### src/verilog/tpg_regs.svh
`ifndef TPG_REGS_SVH
`define TPG_REGS_SVH
`define IDX_ENABLE      8'h06
`define IDX_FORMAT      8'h09
`define IDX_SEL_A       8'h0a
`define IDX_SEL_B       8'h0b
`define IDX_CUST_HI     8'h0e
`define IDX_CUST_LO     8'h0f
`define IDX_STATUS      8'h10
`define BIT_ENABLE      1
`define BIT_FORMAT      0
`define BIT_ALIGN       1
`define RST_REG         8'h00
`define WORD_TOGGLE     14'h2aaa
`define WORD_DESKEW     14'h3aaa
`define LFSR_SEED       15'h0001
`endif

### src/verilog/tpg_pkg.sv
package tpg_pkg;
  typedef enum logic [3:0] {
    SEL_NORMAL = 4'b0000,
    SEL_ZEROS  = 4'b0001,
    SEL_ONES   = 4'b0010,
    SEL_TOGGLE = 4'b0011,
    SEL_RAMP   = 4'b0100,
    SEL_CUSTOM = 4'b0101,
    SEL_DESKEW = 4'b0110,
    SEL_PRBS   = 4'b1000,
    SEL_SINE   = 4'b1001
  } pattern_sel_t;
  typedef struct packed {
    logic [13:0] b;
    logic [13:0] a;
  } sample_pair_t;
endpackage

### src/verilog/dual_channel_test_pattern_gen.sv
// Contract
// generated data replaces samples only while the enable bit is one
// align bit zero lets channels run free; one restarts and steps together
// format bit zero gives two's complement, one gives offset binary
// channel A selector in bits 3-0, effective only while enabled
// channel B selector in bits 7-4, same codes, only while enabled
// 0000 passes samples, 0001 all zeros, 0010 all ones
// 0011 alternates 2aaa and its complement on successive samples
// 0100 ramps up by one per sample from 0 to 16383
// ramp wraps to zero after its maximum and keeps counting
// 0101 outputs the shared custom word every sample
// custom word bits 13:6 in one register, 5:0 in next bits 7-2
// 0110 outputs the constant deskew word 3aaa
// 1000 outputs one new pseudo-random word per sample
// prbs uses x^15+x^14+1 seeded nonzero at reset
// 1001 repeats 0,2399,8192,13984,16383,13984,8192,2399
// all registers reset to zero; reserved bits read back zero
`timescale 1ns/1ps
`include "tpg_regs.svh"

module sample_fifo #(
  parameter int WIDTH = 28,
  parameter int DEPTH = 16
) (
  input  wire logic             clock,
  input  wire logic             nrst,
  input  wire logic             in_valid,
  output logic                  in_ready,
  input  wire logic [WIDTH-1:0] in_data,
  output logic                  out_valid,
  input  wire logic             out_ready,
  output logic [WIDTH-1:0]      out_data,
  output logic [$clog2(DEPTH):0] level
);
  localparam int AW = $clog2(DEPTH);
  logic [WIDTH-1:0] mem [DEPTH];
  logic [AW-1:0]    wr_q;
  logic [AW-1:0]    rd_q;
  logic [AW:0]      cnt_q;
  logic             push;
  logic             pop;

  assign in_ready  = (cnt_q != (AW+1)'(DEPTH));
  assign out_valid = (cnt_q != '0);
  assign push      = in_valid && in_ready;
  assign pop       = out_valid && out_ready;
  assign out_data  = mem[rd_q];
  assign level     = cnt_q;

  always_ff @(posedge clock) begin
    if (push) begin
      mem[wr_q] <= in_data;
    end
  end

  always_ff @(posedge clock or negedge nrst) begin
    if (!nrst) begin
      wr_q  <= '0;
      rd_q  <= '0;
      cnt_q <= '0;
    end else begin
      if (push) begin
        wr_q <= wr_q + AW'(1);
      end
      if (pop) begin
        rd_q <= rd_q + AW'(1);
      end
      cnt_q <= cnt_q + (AW+1)'(push) - (AW+1)'(pop);
    end
  end
endmodule // sample_fifo

module dual_channel_test_pattern_gen #(
  parameter int FIFO_DEPTH = 16
) (
  input  wire logic                  clock,
  input  wire logic                  nrst,
  input  wire logic                  hsel,
  input  wire logic [31:0]           haddr,
  input  wire logic [1:0]            htrans,
  input  wire logic                  hwrite,
  input  wire logic [2:0]            hsize,
  input  wire logic [31:0]           hwdata,
  input  wire logic                  hready,
  output logic                       hreadyout,
  output logic [31:0]                hrdata,
  output logic                       hresp,
  input  wire logic                  sample_valid,
  output logic                       sample_ready,
  input  wire tpg_pkg::sample_pair_t sample_in,
  output logic                       link_valid,
  input  wire logic                  link_ready,
  output tpg_pkg::sample_pair_t      link_data
);
  import tpg_pkg::*;

  logic        en_q;
  logic [7:0]  fmt_q;
  logic [7:0]  sel_q;
  logic [7:0]  cust_hi_q;
  logic [7:0]  cust_lo_q;
  logic        align_prev_q;
  logic        wr_pend_q;
  logic [7:0]  wr_idx_q;
  logic [31:0] rdata_q;
  logic        take;
  logic        restart;
  logic [13:0] custom;
  logic [13:0] raw [2];
  logic [13:0] word [2];
  logic [3:0]  chan_sel [2];
  logic [4:0]  fifo_level;
  sample_pair_t fifo_in;

  function automatic logic [31:0] reg_read(input logic [7:0] idx);
    unique case (idx)
      `IDX_ENABLE:  reg_read = {30'h0, en_q, 1'b0};
      `IDX_FORMAT:  reg_read = {24'h0, fmt_q};
      `IDX_SEL_A:   reg_read = {28'h0, sel_q[3:0]};
      `IDX_SEL_B:   reg_read = {24'h0, sel_q[7:4], 4'h0};
      `IDX_CUST_HI: reg_read = {24'h0, cust_hi_q};
      `IDX_CUST_LO: reg_read = {24'h0, cust_lo_q};
      `IDX_STATUS:  reg_read = {27'h0, fifo_level};
      default:      reg_read = 32'h0;
    endcase
  endfunction

  function automatic logic [13:0] sine_word(input logic [2:0] i);
    unique case (i)
      3'h0:         sine_word = 14'h0000;
      3'h1, 3'h7:   sine_word = 14'h095f;
      3'h2, 3'h6:   sine_word = 14'h2000;
      3'h3, 3'h5:   sine_word = 14'h36a0;
      3'h4:         sine_word = 14'h3fff;
    endcase
  endfunction

  // bus slave answers with zero wait states, so hreadyout never drops
  assign hreadyout = 1'b1;
  assign hresp     = 1'b0;
  assign hrdata    = rdata_q;

  always_ff @(posedge clock or negedge nrst) begin
    if (!nrst) begin
      wr_pend_q <= 1'b0;
      wr_idx_q  <= 8'h00;
      rdata_q   <= 32'h0;
    end else if (hready) begin
      wr_pend_q <= hsel && htrans[1] && hwrite;
      wr_idx_q  <= haddr[9:2];
      rdata_q   <= (hsel && htrans[1] && !hwrite) ?
                   reg_read(haddr[9:2]) : 32'h0;
    end
  end

  // only defined fields are stored, reserved bits stay zero
  always_ff @(posedge clock or negedge nrst) begin
    if (!nrst) begin
      en_q      <= 1'b0;
      fmt_q     <= `RST_REG;
      sel_q     <= `RST_REG;
      cust_hi_q <= `RST_REG;
      cust_lo_q <= `RST_REG;
    end else if (wr_pend_q) begin
      unique case (wr_idx_q)
        `IDX_ENABLE:  en_q <= hwdata[`BIT_ENABLE];
        `IDX_FORMAT:  fmt_q <= {6'h0, hwdata[1:0]};
        `IDX_SEL_A:   sel_q[3:0] <= hwdata[3:0];
        `IDX_SEL_B:   sel_q[7:4] <= hwdata[7:4];
        `IDX_CUST_HI: cust_hi_q <= hwdata[7:0];
        `IDX_CUST_LO: cust_lo_q <= {hwdata[7:2], 2'b00};
        default:      ;
      endcase
    end
  end

  always_ff @(posedge clock or negedge nrst) begin
    if (!nrst) begin
      align_prev_q <= 1'b0;
    end else begin
      align_prev_q <= fmt_q[`BIT_ALIGN];
    end
  end

  // a new selection while aligned also restarts, so channels stay in step
  assign restart = fmt_q[`BIT_ALIGN] && (!align_prev_q ||
                   (wr_pend_q && (wr_idx_q == `IDX_SEL_A ||
                                  wr_idx_q == `IDX_SEL_B)));
  assign custom  = {cust_hi_q, cust_lo_q[7:2]};
  assign take    = sample_valid && sample_ready;
  assign chan_sel[0] = sel_q[3:0];
  assign chan_sel[1] = sel_q[7:4];
  assign raw[0] = sample_in.a;
  assign raw[1] = sample_in.b;

  for (genvar ch = 0; ch < 2; ch++) begin : g_ch
    logic [13:0] ramp_q;
    logic        tog_q;
    logic [2:0]  sine_q;
    logic [14:0] lfsr_q;
    logic [13:0] coded;

    // generators advance only on accepted samples, so stalls hold them
    always_ff @(posedge clock or negedge nrst) begin
      if (!nrst) begin
        ramp_q <= 14'h0;
        tog_q  <= 1'b0;
        sine_q <= 3'h0;
        lfsr_q <= `LFSR_SEED;
      end else if (restart) begin
        ramp_q <= 14'h0;
        tog_q  <= 1'b0;
        sine_q <= 3'h0;
        lfsr_q <= `LFSR_SEED;
      end else if (take) begin
        ramp_q <= ramp_q + 14'h1;
        tog_q  <= !tog_q;
        sine_q <= sine_q + 3'h1;
        lfsr_q <= {lfsr_q[13:0], lfsr_q[14] ^ lfsr_q[13]};
      end
    end

    // coding is applied to converted samples only
    assign coded = fmt_q[`BIT_FORMAT] ?
                   {!raw[ch][13], raw[ch][12:0]} : raw[ch];

    always_comb begin
      word[ch] = coded;
      if (en_q) begin
        unique case (chan_sel[ch])
          SEL_NORMAL: word[ch] = coded;
          SEL_ZEROS:  word[ch] = 14'h0000;
          SEL_ONES:   word[ch] = 14'h3fff;
          SEL_TOGGLE: word[ch] = tog_q ? ~`WORD_TOGGLE : `WORD_TOGGLE;
          SEL_RAMP:   word[ch] = ramp_q;
          SEL_CUSTOM: word[ch] = custom;
          SEL_DESKEW: word[ch] = `WORD_DESKEW;
          SEL_PRBS:   word[ch] = lfsr_q[13:0];
          SEL_SINE:   word[ch] = sine_word(sine_q);
          default:    word[ch] = 14'h0000;
        endcase
      end
    end
  end

  assign fifo_in.a = word[0];
  assign fifo_in.b = word[1];

  sample_fifo #(
    .WIDTH (28),
    .DEPTH (FIFO_DEPTH)
  ) u_fifo (
    .clock     (clock),
    .nrst      (nrst),
    .in_valid  (sample_valid),
    .in_ready  (sample_ready),
    .in_data   (fifo_in),
    .out_valid (link_valid),
    .out_ready (link_ready),
    .out_data  (link_data),
    .level     (fifo_level)
  );

  a_normal_pass: assert property (@(posedge clock) disable iff (!nrst)
    take && !en_q && !fmt_q[0] |-> fifo_in.a == sample_in.a)
    else $error("sample not passed while disabled");
  a_offset_bin: assert property (@(posedge clock) disable iff (!nrst)
    take && fmt_q[0] && (!en_q || sel_q[7:4] == 4'b0000) |->
    fifo_in.b == {!sample_in.b[13], sample_in.b[12:0]})
    else $error("offset binary msb wrong");
  a_fixed_words: assert property (@(posedge clock) disable iff (!nrst)
    en_q && sel_q[3:0] == 4'b0010 |-> fifo_in.a == 14'h3fff)
    else $error("all ones word wrong");
  a_toggle_alt: assert property (@(posedge clock) disable iff (!nrst)
    (take && en_q && sel_q[7:4] == 4'b0011 && !restart) ##1
    (en_q && sel_q[7:4] == 4'b0011) |-> fifo_in.b == ~$past(fifo_in.b))
    else $error("toggle did not alternate");
  a_ramp_step: assert property (@(posedge clock) disable iff (!nrst)
    (take && en_q && sel_q[3:0] == 4'b0100 && !restart) ##1
    (en_q && sel_q[3:0] == 4'b0100) |->
    fifo_in.a == 14'($past(fifo_in.a) + 14'h1))
    else $error("ramp did not step by one");
  a_custom_word: assert property (@(posedge clock) disable iff (!nrst)
    en_q && sel_q[3:0] == 4'b0101 |->
    fifo_in.a == {cust_hi_q, cust_lo_q[7:2]})
    else $error("custom word wrong");
  a_deskew_word: assert property (@(posedge clock) disable iff (!nrst)
    en_q && sel_q[7:4] == 4'b0110 |-> fifo_in.b == 14'h3aaa)
    else $error("deskew word wrong");
  a_sine_next: assert property (@(posedge clock) disable iff (!nrst)
    (take && en_q && sel_q[3:0] == 4'b1001 && fifo_in.a == 14'h0 &&
    !restart) ##1 (en_q && sel_q[3:0] == 4'b1001) |-> fifo_in.a == 14'h095f)
    else $error("sine sequence out of order");
  a_prbs_alive: assert property (@(posedge clock) disable iff (!nrst)
    g_ch[0].lfsr_q != 15'h0 && g_ch[1].lfsr_q != 15'h0)
    else $error("prbs register stuck at zero");
  a_align_step: assert property (@(posedge clock) disable iff (!nrst)
    $past(restart) |-> g_ch[0].ramp_q == 14'h0 &&
    g_ch[1].ramp_q == 14'h0 && g_ch[0].lfsr_q == g_ch[1].lfsr_q)
    else $error("aligned channels out of step");
endmodule // dual_channel_test_pattern_gen

### config.mk
export PLATFORM = sky130hd
export DESIGN_NAME = dual_channel_test_pattern_gen
export DESIGN_NICKNAME = d
export VERILOG_FILES = /design/src/verilog/tpg_pkg.sv /design/src/verilog/dual_channel_test_pattern_gen.sv
export VERILOG_INCLUDE_DIRS = /design/src /design/src/verilog
export SDC_FILE = /design/constraint.sdc
export NUM_CORES = 1
export LEC_CHECK = 0
export ABC_AREA = 1
export ABC_CLOCK_PERIOD_IN_PS = 3300
export BUFFER_PORTS_ARGS = -buffer_cell sky130_fd_sc_hd__clkbuf_2
export CORE_MARGIN = 2
export CORE_UTILIZATION = 60
export DETAILED_ROUTE_END_ITERATION = 8
export GPL_TIMING_DRIVEN = 0
export PLACE_DENSITY = 0.79
export SLEW_MARGIN = 20
export SYNTH_ARGS = -nofsm -noshare
export SYNTH_HDL_FRONTEND = slang
export SYNTH_SLANG_ARGS = --single-unit
### constraint.sdc
create_clock -name clock -period 3.3 [get_ports clock]
set_input_delay 0.825 -clock clock [delete_from_list [all_inputs] [get_ports clock]]
set_output_delay 0.825 -clock clock [all_outputs]
set_load 0.005 [all_outputs]
[Yosys cells after proc, flatten, opt, wreduce, memory -nomap -nowiden]
Memory sizes are Yosys's and may differ from the RTL's.
Cells that the tools add are included.
Word-level totals
  ROM bits: 224
  word-level logic and storage cells: 115
  memory bits (writable): 448
  output and inout bits: 64
  input port bits: 104
  memories kept: 3
  bits in registers: 146
Operators by class
  mux-type cells: 28
  add/subtract/negate cells: 8
  reductions and logical operators: 25
  equal/unequal tests: 28
  bitwise gates (word level): 2
Memories
  u_fifo.mem: depth 16, width 28, read ports 1, clocked after Yosys merged registers in 0, wr ports 1, RTL line dual_channel_test_pattern_gen.sv:36  | logic [WIDTH-1:0] mem [DEPTH];
  (no name shown): depth 8, width 14, read ports 1, clocked after Yosys merged registers in 0, wr ports 0, RTL line dual_channel_test_pattern_gen.sv:129  | unique case (i)
  (no name shown): depth 8, width 14, read ports 1, clocked after Yosys merged registers in 0, wr ports 0, RTL line dual_channel_test_pattern_gen.sv:129
Operator list (number)
  $pmux 14 s8: 2
  $mux 14: 10
  $eq 8x4->1 const B: 10
  $mux 15: 4
  $pmux 8 s7: 1
  $mux 32: 1
  $add 14x1->14 const B: 2
  $eq 4x3->1 const B: 6
  $eq 4x2->1 const B: 4
  $eq 4x4->1 const B: 4
  $eq 8x3->1 const B: 2
  $mux 3: 4
  $reduce_and 2->1: 6
  $add 4x1->4 const B: 2
  $eq 8x5->1 const B: 1
  $logic_not 4->1: 2
  $logic_and 1x1->1: 7
  $add 3x1->3 const B: 2
  $logic_not 1->1: 6
  $mux 1: 6
  $add 5x1->5: 1
  $ne 5x5->1 const B: 1
  $reduce_bool 5->1: 1
  $sub 5x1->5: 1
  3 further kinds: 5

[Longest topological paths before layout]
  depth in word-level cells: 6
  mapped depth: 13

[By module]
A second synthesis with hierarchy kept.
Unflattened totals
  cells, all modules: 2846
  area, all modules: 26304.0 µm²
Modules (own cells, without submodules)
  sample_fifo: cells an instance 1848, seq. area each 13778.2 µm², area each 19497.4 µm², times used 1
  dual_channel_test_pattern_gen: cells an instance 998, seq. area each 2730.1 µm², area each 6806.5 µm², times used 1

[Least setup slack after synthesis]
Ideal clock, no wire load.
  kind: input to register
  start point: input port sample_valid
  end point: memory u_fifo.mem[11][0], enable pin
  setup slack: 0.388 ns
  cell stages on the path: 5
  buffers on the path: 1
  required time: 2.887 ns
  setup time: 0.413 ns
  arrival time: 2.500 ns
  cells stage by stage: nand2_2 > buf_4 > nor2_1 > inv_1 > nor2_1
On the way
  longest elaborated chain between the ends: 3
RTL lines
  start: declaration: RTL line dual_channel_test_pattern_gen.sv:88  | input wire logic sample_valid,
  $logic_and 1x1->1: RTL line dual_channel_test_pattern_gen.sv:45  | assign push = in_valid && in_ready;
  $mux 1: RTL line dual_channel_test_pattern_gen.sv:51  | if (push) begin
  $mux 1 (not written as such): RTL line dual_channel_test_pattern_gen.sv:52  | mem[wr_q] <= in_data;
  end: declaration: RTL line dual_channel_test_pattern_gen.sv:36
No other way between the ends.

==> reports/qor.yml <==
synth-edff-count: 448
routed_wl_mm: 79.6
slew_violations: 0
antenna_found_initial: 0
grt_pass1_vias: 19771
cts_root_buffer: "clkbuf_16"
io_pins: 168
core_area_um2: 41900
min_path_type: "input pin to async pin"
mappedNetlistArea_um2: 25300
gp_congestion: 0.983
fp.dieW_um: 209
max_clock_freq_ghz: 0.293
critPathRequiredTime_ns: 2.47
area_growth_pct: 16.1
synthCells: 2420
wl_per_cell_um: 24.9
worst_slack_ns: -0.112
synth_area_leaders: "edfxtp_1 53%, dfrtp_1 12%, nor2_1 6.3%, nand2_1 6.1%, o21ai_0 5.5%"
peakVddDrop_mv: 0.582
cts_tree: "yes"
synth_top_area_cell: "edfxtp_1"
dp_hpwl_mm: 54.0
finalSetupViolations: 3
yosysWarnings: 0
whs_ns: 0.0982
overflow: 0
cp_max_fo: 10
synth_top_area_share_pct: 53.1
syn_area_per_cell_um2: 10.5
seqCellArea_um2: 16500
synth-seq-cells: 570
r2r_slack_ns: 0.13
leakagePower_nw: 11.7
drt_first_pass_iters: 6
violations: "setup timing"
viasPerCell: 6.26
clkSlewWorstSetupHoldPaths_ns: 0.06
status: "complete, but fails checks"
cts_sinks: 570
drive_above_1_share_pct: 15.1
grt_max_degree: 92
multi_input_area_um2: 7580
fillCellCount: 2931
worst_pin_slew_ns: 1.11
track_usage_pct: 36.1
reg2reg_from: "u_fifo.level[2]"
synthMostInstantiatedCell: "edfxtp_1"
criticalPathCategory: "flip-flop to primary output"
synth_cell_types: 42
synth_top_flop_cell: "edfxtp_1"
critPathLaunchType: "flip-flop"
period_needed_ns: 3.41
relSlewSlack_pct: 26.3
drt_iter0_drc: 2890
cts_buffer_depth: 3
ctsHoldBuffers: 0
cap_violations: 0
critPathArrivalTime_ns: 2.59
r2r_end: "u_fifo.mem[14][13]"
vias: 20046
ys_top_cells_by_count: "448 x edfxtp_1, 423 x nor2_1, 414 x nand2_1"
dieArea_um2: 43900
postLayoutCoreUtil_pct: 70.3
fin_setup_tns_ns: -0.129
seq_area_frac_synth_pct: 65.2
skew_ns: 0.0478
power.density_nw_per_um2: 868
cts_buffers: 56
start_util_pct: 60.5
hold_violations: 0
rr_worst_depth: 9
post-route-period-util_pct: 103
numPortBuffers: 89
clk-insertion-delay-late_ns: 0.66
post-route-drc-count: 0
grt_pass1_wl_mm: 117
ys_async_sr_fraction_pct: 21.4
finish.net_count: 2739
ant_nets: 0
htreeDepth: 2
die_y_um: 209
worst_setup_path_end_kind: "primary output"
fp-row-count: 75
==> area by class of cell <==
class                   instances  share of cell area [%]
clock buffers                  73                    5.29
inverters                     162                    2.09
plain buffers                 149                    3.64
flip-flops and latches        570                    56.1
clock inverters                31                    1.39
well taps                     539                    2.29
multi-input cells            1562                    25.8
repair buffers                116                    3.43
diodes                          1                 0.00850
==> metrics by stage <==
stage          instance area [um2]  power, mW  worst slack, ns  cells
6_report                     29400       25.5           -0.112   3203
5_1_grt                      29400       26.4           -0.153   3202
4_1_cts                      29200       24.9          0.00211   3198
3_5_place_dp                 27200       18.1            0.117   3092
3_3_place_gp                 26500       17.5            -1.60   3072
2_1_floorplan                25400       14.4            0.388   2444
==> worst max-delay path by stage <==
stage | start | to | cells past startpoint
6_report | u_fifo.rd_q[0] | link_data[13] | 9
5_1_grt | u_fifo.rd_q[1] | link_data[13] | 9
4_1_cts | u_fifo.rd_q[0] | link_data[12] | 7
3_5_place_dp | u_fifo.rd_q[3] | link_data[26] | 5
3_3_place_gp | u_fifo.level[2] | u_fifo.mem[0][15] | 8
2_1_floorplan | sample_valid | u_fifo.mem[11][0] | 5
==> cell families after synthesis <==
family          Yosys count  share of synthesized area (%)
simple gates           1040                           16.9
flops                   570                           65.2
compound gates          459                           10.5
buf+inv                 312                           5.83
xor+xnor                 19                          0.657
fa+ha+maj                18                          0.919
other cells               2                         0.0296
==> cell usage in the layout, fill, tap and decap left out, types with 10 or more instances in the layout <==
| cell type | instances |
|---|---|
| edfxtp_1 | 448 |
| nand2_1 | 412 |
| nor2_1 | 407 |
| o21ai_0 | 277 |
| inv_1 | 147 |
| nand3_1 | 131 |
| dfrtp_1 | 119 |
| clkbuf_2 | 117 |
| o211ai_1 | 91 |
| clkbuf_16 | 57 |
| buf_4 | 48 |
| nand4_1 | 34 |
| buf_2 | 29 |
| o221ai_1 | 29 |
| conb_1 | 26 |
| o21ai_1 | 25 |
| a21oi_1 | 20 |
| clkbuf_1 | 19 |
| nor2_4 | 18 |
| clkbuf_4 | 17 |
| ha_1 | 17 |
| xor2_1 | 16 |
| inv_2 | 13 |
| nor3_1 | 13 |
| buf_16 | 13 |
| o22ai_1 | 12 |
| buf_6 | 10 |
| buf_8 | 10 |
| clkbuf_8 | 10 |
==> worst max-delay path: stages, from the launching register on <==
cell and delay (ns):
dfrtp_2 0.42, buf_6 0.17, inv_8 0.06, clkbuf_16 0.16, buf_4 0.18, o21ai_0 0.39, o221ai_2 0.23, nand3_1 0.17
nand2_1 0.07, clkbuf_2 0.11
==> what timing repair did <==
item | 4_1_cts | 5_1_grt
pin swaps | 3 | 8
cloned | 1 | 1
setup buffers | 2 | 3
gates resized for setup | 50 | 60
endpoints found under the setup margin | 28 | 28
==> where the power goes <==
group / switching (mW) / total, mW / internal (mW)
clock: 2.89 / 6.79 / 3.90
sequential: 0.519 / 9.41 / 8.89
combinational: 6.39 / 9.34 / 2.94
==> registers in the layout (all words and copies together), names as in the netlist <==
signal,flops
cust_lo_q,6
u_fifo.rd_q,4
cust_hi_q,8
u_fifo.level,5
u_fifo.mem,448
u_fifo.wr_q,4
wr_idx_q,8
en_q,1
fmt_q,2
hrdata,8
g_ch.tog_q,2
g_ch.sine_q,6
sel_q,8
wr_pend_q,1
align_prev_q,1
g_ch.lfsr_q,30
g_ch.ramp_q,28
==> routing by layer <==
metal | global-route usage (%) | vias up | part of all wire, %
li1 | - | 8752 | -
met1 | 45.3 | 9432 | 35
met2 | 58.6 | 1499 | 47
met3 | 7.74 | 363 | 11
met4 | 21.2 | 0 | 6.9
met5 | 0 | - | 0
Note: power is estimated with default switching activity, not from simulation.
